## config.mk

```make
export PLATFORM = sky130hd
export DESIGN_NAME = link_rate_snoop_and_termination_ctl
export DESIGN_NICKNAME = d
export VERILOG_FILES = /design/src/rtl/link_ctl_pkg.sv /design/src/rtl/link_rate_snoop_and_termination_ctl.sv
export SDC_FILE = /design/constraint.sdc
export NUM_CORES = 1
export LEC_CHECK = 0
export BUFFER_PORTS_ARGS = -buffer_cell sky130_fd_sc_hd__clkbuf_2
export CORE_MARGIN = 3
export CORE_UTILIZATION = 40
export DETAILED_ROUTE_END_ITERATION = 10
export MAX_ROUTING_LAYER = met4
export SLEW_MARGIN = 20
export SYNTH_ARGS = -nofsm -noshare
export SYNTH_HDL_FRONTEND = slang
export SYNTH_SLANG_ARGS = --single-unit
```

## constraint.sdc

```tcl
create_clock -name sys_clk -period 3.55 [get_ports sys_clk]
set_input_delay 0.5325 -clock sys_clk [delete_from_list [all_inputs] [get_ports sys_clk]]
set_output_delay 0.5325 -clock sys_clk [all_outputs]
set_load 0.05 [all_outputs]
```

## src/rtl/link_ctl_pkg.sv

```systemverilog
// constants and carriers for the link rate snoop and termination control
// assumes a 100 MHz device clock and a decoded register port from the
// device's configuration target
`default_nettype none
package link_ctl_pkg;
   localparam logic [7:0] MISC_LINK_CONTROL_B_OFFSET = 8'h0b;
   localparam int         EDGE_RATE_MSB      = 7;
   localparam int         EDGE_RATE_LSB      = 6;
   localparam int         TERM_MSB           = 4;
   localparam int         TERM_LSB           = 3;
   localparam int         SPEED_BIT          = 2;
   localparam int         FLAG_BIT           = 1;
   localparam int         DISABLE_BIT        = 0;
   localparam logic [1:0] EDGE_RATE_RESET    = 2'h1;
   localparam logic [1:0] TERM_HIGH_OHM      = 2'h0;
   localparam logic [1:0] TERM_NONE          = 2'h1;
   localparam logic [1:0] TERM_FOLLOW        = 2'h2;
   localparam logic [1:0] TERM_LOW_OHM       = 2'h3;
   localparam logic [1:0] TERM_RESET         = TERM_FOLLOW;
   localparam logic       SPEED_RESET        = 1'b0;
   localparam logic       FLAG_RESET         = 1'b0;
   localparam logic       DISABLE_RESET      = 1'b0;
   localparam logic [6:0] SNOOP_TARGET       = 7'h54;
   localparam logic [7:0] SNOOP_OFFSET       = 8'h20;
   localparam int         SNOOP_BIT          = 1;
   localparam int         CLK_MHZ            = 100;
   localparam int         HPD_LOW_TIME_US    = 2000;
   localparam int         HPD_LOW_CYCLES     = HPD_LOW_TIME_US * CLK_MHZ;
   localparam int         HPD_CNT_W          = 24;

   typedef struct packed {
      logic       wr;
      logic [7:0] addr;
      logic [7:0] wdata;
   } reg_req_t;

   typedef struct packed {
      logic [1:0] clock_lane_edge_rate;
      logic [1:0] term_applied;
      logic       bridge_speed_select;
      logic       clock_ratio_flag;
      logic       link_training_disable;
   } link_ctl_t;
endpackage
`default_nettype wire

```

## src/rtl/link_rate_snoop_and_termination_ctl.sv

```systemverilog
// control register 0x0b with the display channel snoop and hot plug timer
// assumes the register port is already decoded by the configuration target
// and that the snooped serial pins and hot plug are asynchronous
`timescale 1ns/1ns
`default_nettype none
module link_rate_snoop_and_termination_ctl
#(
   parameter int HPD_LOW_LIMIT = link_ctl_pkg::HPD_LOW_CYCLES
)
(
   input  wire logic                 sys_clk,
   input  wire logic                 rst,
   input  wire link_ctl_pkg::reg_req_t reg_req,
   output logic [7:0]                reg_rdata,
   input  wire logic                 source_side_serial_clock,
   input  wire logic                 source_side_serial_data,
   input  wire logic                 hotplug_sink_input,
   output link_ctl_pkg::link_ctl_t   link_ctl
);
   import link_ctl_pkg::*;

   typedef enum logic [5:0] {
      st_idle    = 6'h01,
      st_addr    = 6'h02,
      st_offs    = 6'h04,
      st_data_wr = 6'h08,
      st_data_rd = 6'h10,
      st_ignore  = 6'h20
   } snoop_state_t;

   // three stage sync; a change counts when stages two and three agree
   logic [2:0] scl_sync_reg;
   logic [2:0] sda_sync_reg;
   logic [2:0] hpd_sync_reg;
   logic       scl_reg;
   logic       sda_reg;
   logic       hpd_reg;

   always_ff @(posedge sys_clk or posedge rst)
   begin
      if (rst)
      begin
         scl_sync_reg <= 3'h7;
         sda_sync_reg <= 3'h7;
         hpd_sync_reg <= 3'h0;
      end
      else
      begin
         scl_sync_reg <= {scl_sync_reg[1:0], source_side_serial_clock};
         sda_sync_reg <= {sda_sync_reg[1:0], source_side_serial_data};
         hpd_sync_reg <= {hpd_sync_reg[1:0], hotplug_sink_input};
      end
   end

   always_ff @(posedge sys_clk or posedge rst)
   begin
      if (rst)
      begin
         scl_reg <= 1'b1;
         sda_reg <= 1'b1;
         hpd_reg <= 1'b0;
      end
      else
      begin
         if (scl_sync_reg[2] == scl_sync_reg[1])
            scl_reg <= scl_sync_reg[2];
         if (sda_sync_reg[2] == sda_sync_reg[1])
            sda_reg <= sda_sync_reg[2];
         if (hpd_sync_reg[2] == hpd_sync_reg[1])
            hpd_reg <= hpd_sync_reg[2];
      end
   end

   // filtered levels delayed once for edge detection
   logic scl_d_reg;
   logic sda_d_reg;

   always_ff @(posedge sys_clk or posedge rst)
   begin
      if (rst)
      begin
         scl_d_reg <= 1'b1;
         sda_d_reg <= 1'b1;
      end
      else
      begin
         scl_d_reg <= scl_reg;
         sda_d_reg <= sda_reg;
      end
   end

   logic bus_start;
   logic bus_stop;
   logic scl_rise;

   assign bus_start = scl_reg & scl_d_reg & sda_d_reg & ~sda_reg;
   assign bus_stop  = scl_reg & scl_d_reg & ~sda_d_reg & sda_reg;
   assign scl_rise  = scl_reg & ~scl_d_reg;

   // bit and byte assembly; count 8 is the acknowledge slot
   snoop_state_t state_reg;
   logic [3:0]   bit_cnt_reg;
   logic [7:0]   shift_reg;
   logic [7:0]   ptr_reg;
   logic [7:0]   byte_now;
   logic         byte_done;

   assign byte_now  = {shift_reg[6:0], sda_reg};
   assign byte_done = scl_rise & (bit_cnt_reg == 4'h7);

   always_ff @(posedge sys_clk or posedge rst)
   begin
      if (rst)
      begin
         bit_cnt_reg <= 4'h0;
         shift_reg   <= 8'h00;
      end
      else if (bus_start)
      begin
         bit_cnt_reg <= 4'h0;
      end
      else if (scl_rise)
      begin
         shift_reg   <= byte_now;
         bit_cnt_reg <= (bit_cnt_reg == 4'h8) ? 4'h0 : bit_cnt_reg + 4'h1;
      end
   end

   // byte pointer follows the target's auto increment across data bytes
   always_ff @(posedge sys_clk or posedge rst)
   begin
      if (rst)
      begin
         state_reg <= st_idle;
         ptr_reg   <= 8'h00;
      end
      else if (bus_start)
      begin
         state_reg <= st_addr;
      end
      else if (bus_stop)
      begin
         state_reg <= st_idle;
      end
      else if (byte_done)
      begin
         unique case (state_reg)
            st_addr:
            begin
               if (byte_now[7:1] != SNOOP_TARGET)
                  state_reg <= st_ignore;
               else if (byte_now[0])
                  state_reg <= st_data_rd;
               else
                  state_reg <= st_offs;
            end
            st_offs:
            begin
               ptr_reg   <= byte_now;
               state_reg <= st_data_wr;
            end
            st_data_wr, st_data_rd:
               ptr_reg <= ptr_reg + 8'h01;
            st_idle, st_ignore:
               state_reg <= state_reg;
         endcase
      end
   end

   logic snoop_hit;
   logic snoop_val;

   assign snoop_hit = byte_done & (ptr_reg == SNOOP_OFFSET)
                    & ((state_reg == st_data_wr) | (state_reg == st_data_rd));
   // a read of zero leaves the flag alone; writes of either value count
   assign snoop_val = byte_now[SNOOP_BIT];

   // hot plug low timer; saturates so the clear fires once per low spell
   logic [HPD_CNT_W-1:0] hpd_cnt_reg;
   logic                 hpd_timeout;

   assign hpd_timeout = ~hpd_reg
                      & (hpd_cnt_reg == HPD_LOW_LIMIT[HPD_CNT_W-1:0]);

   always_ff @(posedge sys_clk or posedge rst)
   begin
      if (rst)
         hpd_cnt_reg <= '0;
      else if (hpd_reg)
         hpd_cnt_reg <= '0;
      else if (hpd_cnt_reg <= HPD_LOW_LIMIT[HPD_CNT_W-1:0])
         hpd_cnt_reg <= hpd_cnt_reg + 1'b1;
   end

   logic       reg_hit;
   logic [1:0] edge_rate_reg;
   logic [1:0] term_reg;
   logic       speed_reg;
   logic       flag_reg;
   logic       flag_d_reg;
   logic       disable_reg;
   logic       flag_next;

   assign reg_hit = reg_req.wr & (reg_req.addr == MISC_LINK_CONTROL_B_OFFSET);

   always_ff @(posedge sys_clk or posedge rst)
   begin
      if (rst)
      begin
         edge_rate_reg <= EDGE_RATE_RESET;
         speed_reg     <= SPEED_RESET;
         disable_reg   <= DISABLE_RESET;
      end
      else if (reg_hit)
      begin
         edge_rate_reg <= reg_req.wdata[EDGE_RATE_MSB:EDGE_RATE_LSB];
         speed_reg     <= reg_req.wdata[SPEED_BIT];
         disable_reg   <= reg_req.wdata[DISABLE_BIT];
      end
   end

   // snoop is applied last so a snooped set is never lost to a clear
   always_comb
   begin
      flag_next = flag_reg;
      if (reg_hit)
         flag_next = reg_req.wdata[FLAG_BIT];
      if (reg_hit & reg_req.wdata[DISABLE_BIT] & ~disable_reg)
         flag_next = 1'b0;
      if (hpd_timeout)
         flag_next = 1'b0;
      if (snoop_hit & ~disable_reg & (snoop_val | (state_reg == st_data_wr)))
         flag_next = snoop_val;
   end

   always_ff @(posedge sys_clk or posedge rst)
   begin
      if (rst)
      begin
         flag_reg   <= FLAG_RESET;
         flag_d_reg <= FLAG_RESET;
      end
      else
      begin
         flag_reg   <= flag_next;
         flag_d_reg <= flag_reg;
      end
   end

   // auto load is one cycle after the flag rises, so a write made later wins
   always_ff @(posedge sys_clk or posedge rst)
   begin
      if (rst)
         term_reg <= TERM_RESET;
      else if (reg_hit)
         term_reg <= reg_req.wdata[TERM_MSB:TERM_LSB];
      else if (flag_reg & ~flag_d_reg & ~disable_reg)
         term_reg <= TERM_LOW_OHM;
   end

   logic [1:0] term_eff;

   always_comb
   begin
      term_eff = term_reg;
      if (term_reg == TERM_FOLLOW)
         term_eff = (flag_reg & ~disable_reg) ? TERM_LOW_OHM : TERM_NONE;
   end

   always_ff @(posedge sys_clk or posedge rst)
   begin
      if (rst)
      begin
         link_ctl <= '{clock_lane_edge_rate: EDGE_RATE_RESET,
                       term_applied:         TERM_NONE,
                       bridge_speed_select:  SPEED_RESET,
                       clock_ratio_flag:     FLAG_RESET,
                       link_training_disable: DISABLE_RESET};
         reg_rdata <= 8'h00;
      end
      else
      begin
         link_ctl.clock_lane_edge_rate  <= edge_rate_reg;
         link_ctl.term_applied          <= term_eff;
         link_ctl.bridge_speed_select   <= speed_reg;
         link_ctl.clock_ratio_flag      <= flag_reg;
         link_ctl.link_training_disable <= disable_reg;
         // reserved bit 5 and unmapped offsets read as zero
         reg_rdata <= (reg_req.addr == MISC_LINK_CONTROL_B_OFFSET)
                    ? {edge_rate_reg, 1'b0, term_reg, speed_reg,
                       flag_reg, disable_reg}
                    : 8'h00;
      end
   end
endmodule
`default_nettype wire

```

# Word-level counts from Yosys, hierarchy flattened
# Index checks and enable logic that the tools add are counted.
# totals
register_bits	85
inputBits	22
output_inout_bits	15
wordCells	102
# classes
n_addsub	3
order_cmp	1
n_eq_ne	14
mux	21
n_bitwise	28
n_reduce_logical	11
# op_table
op	n
$mux 24	2
$add 24x1->24 const B	1
$eq 24x18->1 const B	1
$le 24x18->1 const B	1
$mux 6	4
$and 1x1->1	18
$pmux 8 s2	1
$mux 4	3
$pmux 6 s2	1
$add 8x1->8 const B	1
$eq 8x4->1 const B	1
$eq 8x6->1 const B	1
$mux 2	4
$mux 8	1
$not 1->1	8
$reduce_bool 2->1	4
$reduce_bool 4->1	2
$ne 7x7->1 const B	1
$eq 6x2->1 const B	1
$eq 6x3->1 const B	1
$eq 6x4->1 const B	1
$eq 6x5->1 const B	1
$mux 5	1
$add 4x1->4 const B	1
other kinds (10)	17

# Logic depth before layout (Yosys ltp)
# depth
depth_word	8
depth_mapped	9
depth_no_buf	8

# Worst setup path after synthesis
# No wires, ideal clock.
# synth_path
path_kind	register to register
start	register hpd_cnt_reg[0]
end	register hpd_cnt_reg[9]
setup_ns	0.125
arrival_ns	2.063
required_time_ns	3.425
setup_slack_ns	1.362
stages_incl_launch_ff	9
period_less_slack_ns	2.188
cell_sequence	dfrtp_1 -> inv_1 -> ha_1 -> nor4bb_1 -> nand3_1 -> nor4_4 -> nor2_2 -> nor4b_1 -> mux2_2
# synth_between
elab_chain_cells	3
elab_cells_between_ends	5
# synth_rtl
element	line_no	text
start, declared	link_rate_snoop_and_termination_ctl.sv:179	logic [HPD_CNT_W-1:0] hpd_cnt_reg;
start signal, assigned	link_rate_snoop_and_termination_ctl.sv:192	hpd_cnt_reg <= hpd_cnt_reg + 1'b1;
$add 24x1->24	link_rate_snoop_and_termination_ctl.sv:192	
$mux 24	link_rate_snoop_and_termination_ctl.sv:191	else if (hpd_cnt_reg <= HPD_LOW_LIMIT[HPD_CNT_W-1:0])
$mux 24	link_rate_snoop_and_termination_ctl.sv:189	else if (hpd_reg)
# Parallel ways exist; a longest one is shown, timed or not. The select of a mux whose other input is x is not followed.
# A chain may end at the register's enable or synchronous reset.

# Final worst setup path
# Ends and elaborated chain as after synthesis.

==> metrics.log <==
[metrics] fill cell count: 843
[metrics] crit path capture: hpd_cnt_reg[9]
[metrics] net switching power of the design: 566 uW
[metrics] proportion of total power due to net switching: 27.8%
[metrics] number of nets in the finished design: 436
[metrics] TritonCTS clock tree: built
[metrics] maximum number of pins on one net before global-route repair: 85
[metrics] count of flip-flops with a built-in enable after synthesis: 0
[metrics] clock root buffer: sky130_fd_sc_hd__clkbuf_8
[metrics] element type at the critical path start: register
[metrics] class of the worst hold path: input pin to asynchronous set/reset pin
[metrics] synthesized instance count: 373
[metrics] Detailed Routing Iterations Pass 1: 4
[metrics] number of buffers inserted by hold repair at cts: 0
[metrics] total DRC errors in the routed layout: 0
[metrics] Cell Count, Final, Fillers Out: 539
[metrics] share of final-layout standard cells stronger than drive strength 1: 19.4%
[metrics] tightest slew margin relative to the limit: 49.6%
[metrics] post-synthesis share of cell area spent on full adders, half adders and majority gates: 2.78%
[metrics] pre-CTS worst setup slack: 0.933 ns
[metrics] Crit Reg-Reg Startpoint: hpd_cnt_reg[0]
[metrics] final clock period utilization by the worst path: 74.5%
[metrics] std cell rows: 34
[metrics] depth of the worst register-to-register path: 8
[metrics] fin. max-slew vios: 0
[metrics] overall die area: 0.0107 mm^2
[metrics] logic gate share of total power: 9.8%
[metrics] worst path cell trace: inv_1 -> ha_1 -> nor4bb_1 -> nand3_1 -> nor4_4 -> nor2_2 -> nor4b_1 -> mux2_2
[metrics] clock-pin transition on the worst setup and hold timing paths: 0.09 ns
[metrics] maximum achievable frequency: 378 MHz
[metrics] vertical die dimension: 103 um
[metrics] static leakage: 0.00194 uW
[metrics] net count of the mapped netlist: 401
[metrics] antenna-violating nets left: 0
[metrics] worst voltage drop across the vdd grid: 229 uV
[metrics] via count of the first global-routing pass: 2664
[metrics] maximum clock path buffer count: 2
[metrics] transition time at the pin with the least slew margin: 0.755 ns
[metrics] endpoint required time on the critical path: 3.78 ns
[metrics] remaining global-route overflow: 0
[metrics] final setup violation count: 0
[metrics] via-per-instance ratio: 5.04
[metrics] Critical R2R Capture: hpd_cnt_reg[9]
[metrics] mux share of post-synthesis cell area: 2.02%
[metrics] CORE AREA: 0.00898 mm^2
[metrics] run status: finished clean
[metrics] internal power component: 1470 uW
[metrics] power per cell area: 473 mW/mm^2
[metrics] insertion delay to the later sink of the worst-skew pair: 0.35 ns
[metrics] H-Tree Level Count: 3
[metrics] worst reg-to-reg setup slack: 0.91 ns
[metrics] summed instance area of the synthesized netlist: 0.00379 mm^2
[metrics] WL final: 6.97 mm
[metrics] most frequent cells in the layout: sky130_fd_sc_hd__dfrtp_1 (69), sky130_fd_sc_hd__nand2_1 (47), sky130_fd_sc_hd__clkbuf_2 (34)
[metrics] count of yosys warnings during synthesis: 0
[metrics] Port Buffers: 34
[metrics] largest family of logic cells by synthesized area: simple AND/OR/NAND/NOR gates
[metrics] Antenna diodes: 0
[metrics] Flop pwr share: 55.4%
[metrics] final hold violation count: 0
[metrics] crit path launch: hpd_cnt_reg[0]
[metrics] share of flip-flops with an asynchronous set or reset: 100%
[metrics] initial core utilization: 42.2%
[metrics] TritonCTS buffer count: 9
[metrics] maximum fanout along the worst path: 15
[metrics] Synth Flop Type: sky130_fd_sc_hd__dfrtp_1
[metrics] Synth Register Bits: 84
[metrics] post-layout min period: 2.64 ns
[metrics] fraction of the yosys area taken by sequential cells: 56.0%
[metrics] top-level I/O count: 37
[metrics] class of the most critical setup path: register to register
[metrics] worst setup slack after layout: 0.906 ns
[metrics] max-capacitance violation count: 0
[metrics] PostCTS Resize Cnt: 0
[metrics] part of the total power dissipated in the clock network: 34.7%
[metrics] stage delay of the slowest cell on the critical path: 0.42 ns
[metrics] area overhead of the layout relative to synthesis: 13.5%
[metrics] Setup Skew: 0.0105 ns
[metrics] total power after layout: 2030 uW
[metrics] number of clock sinks: 84
[metrics] width of the die: 103 um
[metrics] detailed-placement wirelength estimate: 4.73 mm
[metrics] first-pass GRT wire length: 12.3 mm
[metrics] Synth cell types: 53
[metrics] routed length per instance: 12.9 um
[metrics] number of placed cells counting well taps: 523
[metrics] routability congestion estimate from global placement: 0.892
[metrics] initial antenna violation count: 0
[metrics] Slowest-stage cell, CP: sky130_fd_sc_hd__nor4_4
[metrics] Worst EP arrival: 2.88 ns
[metrics] most common library cell in the layout ignoring fill and taps: sky130_fd_sc_hd__dfrtp_1
[metrics] Synth Area in Compound Gates: 11.5%
[metrics] unrepaired setup endpoints after global routing: false
[metrics] global-route usage over all layers: 15.0%
[metrics] DR vias: 2715
[metrics] initial detailed-routing violation count: 138
[metrics] CP endpoint kind: register
[metrics] Setup TNS: 0 ns
[metrics] max FFs per register: 24
[metrics] Setup Fix Bufs, Post-CTS: 0
[metrics] average instance area after synthesis: 10.2 um^2
[metrics] xor and xnor fraction of the mapped netlist area: 2.78%
[metrics] fraction of the mapped netlist area in simple logic gates: 21.7%
## Yosys cell counts, types with 8 or more instances
library cell,instances,share of area [%]
sky130_fd_sc_hd__and2_1,11,1.8
sky130_fd_sc_hd__o21ai_0,27,3.6
sky130_fd_sc_hd__a21oi_1,19,2.5
sky130_fd_sc_hd__nor3_1,8,1.1
sky130_fd_sc_hd__nand2_1,47,4.7
sky130_fd_sc_hd__dfrtp_1,69,46
sky130_fd_sc_hd__nand3_1,14,1.9
sky130_fd_sc_hd__xor2_1,10,2.3
sky130_fd_sc_hd__inv_1,17,1.7
sky130_fd_sc_hd__clkbuf_1,9,0.89
sky130_fd_sc_hd__nor2_1,33,3.3
sky130_fd_sc_hd__nor2b_1,10,1.7
sky130_fd_sc_hd__dfstp_2,15,10
## logic make-up (layout without fill, tap and decap cells)
logic type,Yosys count,in the layout
and+or+nand+nor,159,159
DFF,84,84
AOI/OAI and AO/OA,72,72
buffers and inverters,29,69
xor gates and xnor gates,12,12
adders and majority gates,9,9
muxes,7,7
other,1,1
## metrics by stage
step	area, um^2	utilization [%]	hold slack (ns)
finish	4300	47.9	0.221
global route	4300	47.9	0.236
CTS	4300	47.9	0.236
detailed placement	4090	45.6	0.347
global placement	4090	45.6	0.334
floorplan	3790	-	0.331
## cell type report
class,instances,area [um^2],area share (%)
clock inverter,4,32.5,0.756
tap,126,158,3.67
clock buffer,12,178,4.13
timing repair buffer,36,198,4.60
sequential,84,2120,49.3
inverter,17,65.1,1.51
multi-input combinational,260,1550,36.0
## worst min path at each step
stage | slack [ns] | to
floorplan | 0.33 | hpd_sync_reg[1]
global placement | 0.33 | hpd_sync_reg[1]
detailed placement | 0.35 | sda_sync_reg[1]
CTS | 0.24 | sda_sync_reg[0]
global route | 0.24 | sda_sync_reg[0]
finish | 0.22 | hpd_cnt_reg[15]
## critical path, delay by kind of cell (launching register included)
| family | cells | cell delay (ns) |
|---|---|---|
| AND/OR/NAND/NOR | 5 | 1.52 |
| flip-flops | 1 | 0.40 |
| multiplexers | 1 | 0.37 |
| adder cells (fa/ha/maj) | 1 | 0.14 |
| buffers and inverters | 1 | 0.09 |
## metal layers
layer / GRT usage [%] / wire length [um] / up-vias
li1: - / - / 1362
met5: - / 0 / -
met1: 19.8 / 3420 / 1302
met4: 5.88 / 76 / 0
met3: 2.88 / 270 / 7
met2: 22.8 / 3210 / 44
## power groups by stage
stage / Clock [uW] / Combinational (uW) / Sequential, uW
2_1_floorplan: 0 / 153 / 1120
3_3_place_gp: 0 / 195 / 1140
3_5_place_dp: 0 / 203 / 1150
4_1_cts: 733 / 204 / 1130
5_1_grt: 768 / 232 / 1140
6_report: 707 / 199 / 1130
(Power assumes the default switching activity.)
